`src/shared/bwd_cfg.svh`:
```
// Watchdog constants: offsets, fields, reset values, timing
// Function
// - Counter loads a preset and counts down once per microsecond to expiry.
// - Timeout programmable from 1 us to 16 s in 1 us steps.
// - Software picks whether expiry raises an interrupt or resets the card.
// - Once enabled in reset mode, disabling is ignored until next card reset.
// - Log flag survives the watchdog card reset and shows its cause.
`ifndef BWD_CFG_SVH
`define BWD_CFG_SVH
`define BWD_ADR_CTRL 4'h0
`define BWD_ADR_PRESET 4'h1
`define BWD_ADR_COUNT 4'h2
`define BWD_ADR_STAT 4'h3
`define BWD_ADR_IEN 4'h4
`define BWD_ADR_ICLR 4'h5
`define BWD_ADR_LOG 4'h6
`define BWD_CTRL_EN 0
`define BWD_CTRL_RSTMODE 1
`define BWD_CTRL_LOGCLR 2
`define BWD_CNT_W 24
`define BWD_PRESET_MIN 24'h000001
`define BWD_PRESET_MAX 24'hf42400
`define BWD_PRESET_RST 24'hf42400
`define BWD_CLK_MHZ 25
`define BWD_TICK_US 1
`define BWD_TICK_CYC (`BWD_CLK_MHZ * `BWD_TICK_US)
`define BWD_DIV_W 5
`define BWD_RST_PULSE_CYC 16
`endif

```
`src/shared/bwd_pkg.sv`:
```
// Watchdog types
package bwd_pkg;
  typedef enum logic [1:0] {
    BWD_IDLE,
    BWD_RUN,
    BWD_FIRED
  } bwd_state_t;
endpackage : bwd_pkg

```
`src/hdl/bwd_tick.sv`:
```
// Microsecond enable divider
`timescale 1ns/1ps
`include "bwd_cfg.svh"
module bwd_tick (
  // Clock and reset
  input wire logic sys_clk,
  input wire logic reset_n,
  // Restart and tick
  input wire logic restart,
  output logic tick
);
  typedef struct packed {
    logic [`BWD_DIV_W-1:0] cnt;
    logic tick;
  } bwd_tick_st_t;
  bwd_tick_st_t s_q, s_d;
  always_comb begin
    s_d = s_q;
    s_d.tick = 1'b0;
    if (restart) begin
      s_d.cnt = '0;
    end else if (s_q.cnt == `BWD_DIV_W'(`BWD_TICK_CYC - 1)) begin
      s_d.cnt = '0;
      s_d.tick = 1'b1;
    end else begin
      s_d.cnt = s_q.cnt + `BWD_DIV_W'(1);
    end
  end
  always_ff @(posedge sys_clk) begin
    if (!reset_n) begin
      s_q <= '0;
    end else begin
      s_q <= s_d;
    end
  end
  assign tick = s_q.tick;
endmodule : bwd_tick

```
`src/hdl/bwd_watchdog.sv`:
```
// Board watchdog top with Wishbone slave
//
// Added by the designer: the register offsets and the Wishbone slave port.
`timescale 1ns/1ps
`include "bwd_cfg.svh"
module bwd_watchdog (
  // Clock and reset
  input wire logic sys_clk,
  input wire logic reset_n,
  // Wishbone slave
  input wire logic wb_cyc_i,
  input wire logic wb_stb_i,
  input wire logic wb_we_i,
  input wire logic [5:0] wb_adr_i,
  input wire logic [3:0] wb_sel_i,
  input wire logic [31:0] wb_dat_i,
  output logic [31:0] wb_dat_o,
  output logic wb_ack_o,
  // Events
  output logic irq,
  output logic card_reset_req
);
  typedef struct packed {
    bwd_pkg::bwd_state_t st;
    logic en;
    logic rstmode;
    logic lock;
    logic [`BWD_CNT_W-1:0] preset;
    logic [`BWD_CNT_W-1:0] cnt;
    logic [1:0] stat;
    logic [1:0] ien;
    logic irq;
    logic [4:0] rcnt;
    logic rst_out;
    logic ack;
    logic [31:0] dat;
  } bwd_st_t;
  bwd_st_t s_q, s_d;
  // Log lives outside the cleared state so it survives card reset
  logic log_q, log_d;
  logic tick, restart;

  function automatic logic [`BWD_CNT_W-1:0] clamp(input logic [31:0] v);
    if (v[`BWD_CNT_W-1:0] < `BWD_PRESET_MIN || v[31:`BWD_CNT_W] != '0)
      clamp = (v[31:`BWD_CNT_W] != '0) ? `BWD_PRESET_MAX : `BWD_PRESET_MIN;
    else if (v[`BWD_CNT_W-1:0] > `BWD_PRESET_MAX)
      clamp = `BWD_PRESET_MAX;
    else
      clamp = v[`BWD_CNT_W-1:0];
  endfunction : clamp

  wire logic req = wb_cyc_i && wb_stb_i && !s_q.ack;
  wire logic wr = req && wb_we_i && wb_sel_i[0];
  wire logic [3:0] idx = wb_adr_i[5:2];
  wire logic expire = s_q.st == bwd_pkg::BWD_RUN && tick &&
    s_q.cnt == `BWD_CNT_W'(1);

  bwd_tick u_tick (
    .sys_clk(sys_clk),
    .reset_n(reset_n),
    .restart(restart),
    .tick(tick)
  );

  always_comb begin
    s_d = s_q;
    log_d = log_q;
    restart = 1'b0;
    s_d.ack = req;
    s_d.dat = 32'h0;
    if (req && !wb_we_i) begin
      case (idx)
        `BWD_ADR_CTRL: s_d.dat = {29'h0, s_q.lock, s_q.rstmode, s_q.en};
        `BWD_ADR_PRESET: s_d.dat = {8'h0, s_q.preset};
        `BWD_ADR_COUNT: s_d.dat = {8'h0, s_q.cnt};
        `BWD_ADR_STAT: s_d.dat = {30'h0, s_q.stat};
        `BWD_ADR_IEN: s_d.dat = {30'h0, s_q.ien};
        `BWD_ADR_LOG: s_d.dat = {31'h0, log_q};
        default: s_d.dat = 32'h0;
      endcase
    end
    // Countdown engine
    case (s_q.st)
      bwd_pkg::BWD_IDLE: begin
        if (s_q.en) begin
          s_d.cnt = s_q.preset;
          s_d.st = bwd_pkg::BWD_RUN;
          restart = 1'b1;
        end
      end
      bwd_pkg::BWD_RUN: begin
        if (!s_q.en) begin
          s_d.st = bwd_pkg::BWD_IDLE;
        end else if (expire) begin
          s_d.st = bwd_pkg::BWD_FIRED;
          s_d.cnt = '0;
          if (s_q.rstmode) begin
            s_d.rst_out = 1'b1;
            s_d.rcnt = 5'(`BWD_RST_PULSE_CYC);
            log_d = 1'b1;
          end else begin
            s_d.stat[0] = 1'b1;
          end
        end else if (tick) begin
          s_d.cnt = s_q.cnt - `BWD_CNT_W'(1);
        end
      end
      bwd_pkg::BWD_FIRED: begin
        if (!s_q.en) s_d.st = bwd_pkg::BWD_IDLE;
      end
      default: s_d.st = bwd_pkg::BWD_IDLE;
    endcase
    if (s_q.rcnt != '0) begin
      s_d.rcnt = s_q.rcnt - 5'(1);
      if (s_q.rcnt == 5'(1)) s_d.rst_out = 1'b0;
    end
    // Register writes
    if (wr) begin
      case (idx)
        `BWD_ADR_CTRL: begin
          if (!s_q.lock) begin
            s_d.en = wb_dat_i[`BWD_CTRL_EN];
            s_d.rstmode = wb_dat_i[`BWD_CTRL_RSTMODE];
            s_d.lock = wb_dat_i[`BWD_CTRL_EN] &&
              wb_dat_i[`BWD_CTRL_RSTMODE];
          end
          // Log clear loses to a reset-mode expiry in the same cycle
          if (wb_dat_i[`BWD_CTRL_LOGCLR] && !(expire && s_q.rstmode))
            log_d = 1'b0;
        end
        `BWD_ADR_PRESET: begin
          s_d.preset = clamp(wb_dat_i);
          // A service that meets expiry is too late: expiry wins
          if (s_q.en && s_q.st != bwd_pkg::BWD_FIRED && !expire) begin
            s_d.cnt = clamp(wb_dat_i);
            s_d.st = bwd_pkg::BWD_RUN;
            restart = 1'b1;
          end
        end
        `BWD_ADR_IEN: s_d.ien = wb_dat_i[1:0];
        `BWD_ADR_ICLR: begin
          // Set wins: only clear bits not being set now
          s_d.stat = s_q.stat & ~wb_dat_i[1:0] | (s_d.stat & ~s_q.stat);
        end
        default: ;
      endcase
    end
    // Stat bit 1: card-reset expiry event
    if (expire && s_q.rstmode) s_d.stat[1] = 1'b1;
    s_d.irq = |(s_d.stat & s_d.ien);
  end

  always_ff @(posedge sys_clk) begin
    if (!reset_n) begin
      s_q <= '0;
      s_q.st <= bwd_pkg::BWD_IDLE;
      s_q.preset <= `BWD_PRESET_RST;
    end else begin
      s_q <= s_d;
    end
  end

  // Log cleared only by software, not by card reset
  // Held while card reset is active, so bus noise cannot clear it
  always_ff @(posedge sys_clk) begin
    if (reset_n) begin
      log_q <= log_d;
    end
  end

  assign wb_dat_o = s_q.dat;
  assign wb_ack_o = s_q.ack;
  assign irq = s_q.irq;
  assign card_reset_req = s_q.rst_out;
endmodule : bwd_watchdog

```
`config.mk`:
```
export PLATFORM = sky130hd
export DESIGN_NAME = bwd_watchdog
export DESIGN_NICKNAME = d
export VERILOG_FILES = /design/src/shared/bwd_pkg.sv /design/src/hdl/bwd_tick.sv /design/src/hdl/bwd_watchdog.sv
export VERILOG_INCLUDE_DIRS = /design/src /design/src/shared
export SDC_FILE = /design/constraint.sdc
export NUM_CORES = 1
export LEC_CHECK = 0
export ABC_AREA = 1
export BUFFER_PORTS_ARGS = -buffer_cell sky130_fd_sc_hd__buf_2
export CORE_ASPECT_RATIO = 1.4
export CORE_MARGIN = 5
export CORE_UTILIZATION = 25
export DETAILED_ROUTE_END_ITERATION = 8
export PLACE_DENSITY = 0.52
export SLEW_MARGIN = 20
export SYNTH_ARGS = -nofsm -noshare
export SYNTH_HDL_FRONTEND = slang
export SYNTH_SLANG_ARGS = --single-unit
```
`constraint.sdc`:
```
create_clock -name sys_clk -period 2.1 [get_ports sys_clk]
set_clock_uncertainty 0.2 [all_clocks]
set_input_delay 0.42 -clock sys_clk [delete_from_list [all_inputs] [get_ports sys_clk]]
set_output_delay 0.42 -clock sys_clk [all_outputs]
set_load 0.02 [all_outputs]
```
==> flow_summary.yaml <==
cts:
  htreeDepth: 3
  clk_latency_ns: 0.37
  cts_buffer_depth: 2
  numCtsBuffers: 9
  cts_tree: "done"
  path_clk_slew_ns: 0.08
  cts-root-buf: "clkbuf_16"
  cts_sinks: 96
  cts_hold_buf: 0
global_route:
  overflow: 0
  grt_use_total: 0.153
  grt_pass1_vias: 6253
  antenna_found_initial: 0
  grt_start_max_net_pins: 38
  grt_pass1_wl_um: 32300
worst_setup_path:
  reg2reg_depth: 13
  worstSetupPathType: "register to register"
  timing.rr.end: "s_q[56]$_SDFF_PN0_"
  crit_path_end_kind: "register"
  reg2reg_from: "s_q[45]$_SDFF_PN0_"
  crit_required_ns: 2.17
  ff2ff_setup_slack_ns: 0.14
  cp-start-kind: "register"
  cp.arrival_ns: 2.02
  path_max_fanout: 6
routing:
  vias: 6330
  topRoutingLayerUsed: "met4"
  drt-pass1-iter-count: 5
  final_antenna_net_count: 0
  met1_length_um: 8260
  routedWlPerCell_um: 15.2
  wl_met2_um: 10400
  drt_iter0_drc: 383
  routed_via_density: 4.66
  drc: 0
  routed_wl_um: 20700
  routed-wl-met3_um: 929
yosys:
  synth.distinct_cells: 45
  syn-cell-area_um2: 5900
  ys_ff_latch: 96
  synthFlopType: "dfxtp_1"
  ys_warn_count: 0
  ys_seq_area_frac: 0.327
  synth_edf_count: 1
  async_flop_share: 0
  syn_inst: 936
  syn-mean-instance-area_um2: 6.31
sta:
  hold-worst-slack_ns: 0.151
  period_needed_ns: 1.96
  clock.fmax_ghz: 0.511
  finalCritPeriodShare: 0.931
  slew_headroom: 0.667
  finalSetupViolations: 0
  tightest_slew_ns: 0.500
  finalHoldViolCount: 0
  layout_setup_ws_ns: 0.145
  final-max-slew-violation-count: 0
floorplan:
  core_um2: 23300
  row_count: 66
  die_w_um: 140
  pin_count: 82
  die_h_um: 192
  start_util: 0.253
  dieArea_um2: 26800
power_and_ir_drop:
  seq_power_share: 0.453
  p_sw_frac: 0.257
  power_frac_comb: 0.105
  power_density_nw_per_um2: 570
  irDropWorstVdd_mv: 0.379
  p_leak_uw: 0.00350
  finalPower_uw: 4200
  p_int_uw: 3120
  pwr-share-clk: 0.442
  p_sw_uw: 1080
job:
  drv_cap: 0
finish:
  area_delta_synth_final_pct: 24.9
  final_cell_mix: "nand2_1 (179), nor2_1 (132), inv_1 (114), dfxtp_1 (94), buf_4 (83)"
  drive_gt1_frac: 0.215
  diodes: 0
  design_area_um2: 7380
  fin_util: 0.317
  num-nets-final: 1099
  layout_commonest_cell: "nand2_1"
min_path:
  min_to: "s_q[43]$_SDFF_PN0_"
  hold_path.class: "input pin to register"
  min_from: "reset_n"
  hold_depth: 3
placed_design:
  dpl.hpwl_um: 16100
  place.gp.congestion: 0.942
  pre_cts_ws_ns: -0.0845
  port_buffers: 68
  place_area_um2: 6960
status:
  status: "completed"
timing repair:
item	CTS	global route
setup buffers	0	3
pin swaps	0	4
resized for setup	1	28
endpoints found under the hold margin	0	0
setup endpoints to repair	2	29
cells in the mapped netlist (all sizes together) (2+ instances only):
| master | number | area share |
|---|---|---|
| buf | 43 | 0.054 |
| xor2 | 6 | 0.0089 |
| inv | 128 | 0.082 |
| nand4 | 20 | 0.021 |
| nor2 | 153 | 0.11 |
| clkinv | 8 | 0.0053 |
| a211oi | 5 | 0.0064 |
| dfxtp | 95 | 0.32 |
| nor3 | 15 | 0.014 |
| o21ai | 84 | 0.071 |
| o32ai | 2 | 0.0030 |
| o211ai | 2 | 0.0025 |
| o22ai | 20 | 0.021 |
| nand2 | 187 | 0.12 |
| ha | 6 | 0.013 |
| nand3 | 51 | 0.045 |
| clkbuf | 21 | 0.013 |
| a21oi | 77 | 0.066 |
| o31ai | 2 | 0.0025 |
worst max-delay path by stage:
stage / to / slack (ns) / from
floorplan: s_q[78]$_SDFFE_PN1P_ / 0.29 / wb_adr_i[4]
global placement: s_q[51]$_SDFF_PN0_ / -0.07 / wb_dat_i[4]
detailed placement: s_q[51]$_SDFF_PN0_ / -0.08 / wb_dat_i[4]
CTS: s_q[67]$_SDFF_PN0_ / 0.03 / s_q[53]$_SDFF_PN0_
global route: s_q[46]$_SDFF_PN0_ / -0.008 / s_q[52]$_SDFF_PN0_
finish: s_q[56]$_SDFF_PN0_ / 0.14 / s_q[45]$_SDFF_PN0_
critical path: stages (launching register included):
cell and delay [ns]:
dfxtp_1 0.32, inv_2 0.07, ha_1 0.13, nand2_1 0.04
inv_1 0.09, nand4_1 0.10, nor2_2 0.17, nand2_4 0.12
buf_4 0.18, buf_4 0.13, nand2_1 0.06, nand2_1 0.06
a21oi_2 0.12, nor2_1 0.04
registers in the layout, indices dropped and copies added, names as in the netlist:
name and cells:
card_reset_req 1, irq 1, log_q 1, s_q 62, u_tick.s_q 5, u_tick.tick 1
wb_ack_o 1, wb_dat_o 24
routing by layer:
layer,GRT usage,vias to the layer above
met5,0,-
met4,0.0880,0
met3,0.0252,54
met2,0.274,179
met1,0.171,2886
li1,-,3211
power by group through the flow:
stage / clock [uW] / sequential, uW / combinational (uW)
2_1_floorplan: 0 / 1940 / 298
3_5_place_dp: 0 / 1940 / 441
5_1_grt: 1980 / 1910 / 505
6_report: 1860 / 1900 / 442
4_1_cts: 1920 / 1900 / 441
3_3_place_gp: 0 / 1940 / 432
cell families after synthesis:
logic type,Yosys count,synth area share
AND/OR/NAND/NOR,429,0.315
buffers and inverters,200,0.155
AO/OA/AOI/OAI,198,0.181
flip-flops,96,0.327
XOR/XNOR,6,0.00890
adder cells (fa/ha/maj),6,0.0127
other,1,0.000635
final cells by class:
type,count,area [um^2]
clock buffer,10,239
clock inverter,6,91.3
fill,2632,15900
inverter,136,514
multi-input combinational,647,3150
sequential,96,1940
tap,306,383
timing repair buffer,156,1060
through the flow:
step           cells  setup TNS [ns]
3_5_place_dp    1338          -0.653
2_1_floorplan    943               0
5_1_grt         1357        -0.00795
3_3_place_gp    1338          -0.679
4_1_cts         1354               0
6_report        1357               0
Note: power is estimated with default switching activity, not from simulation.
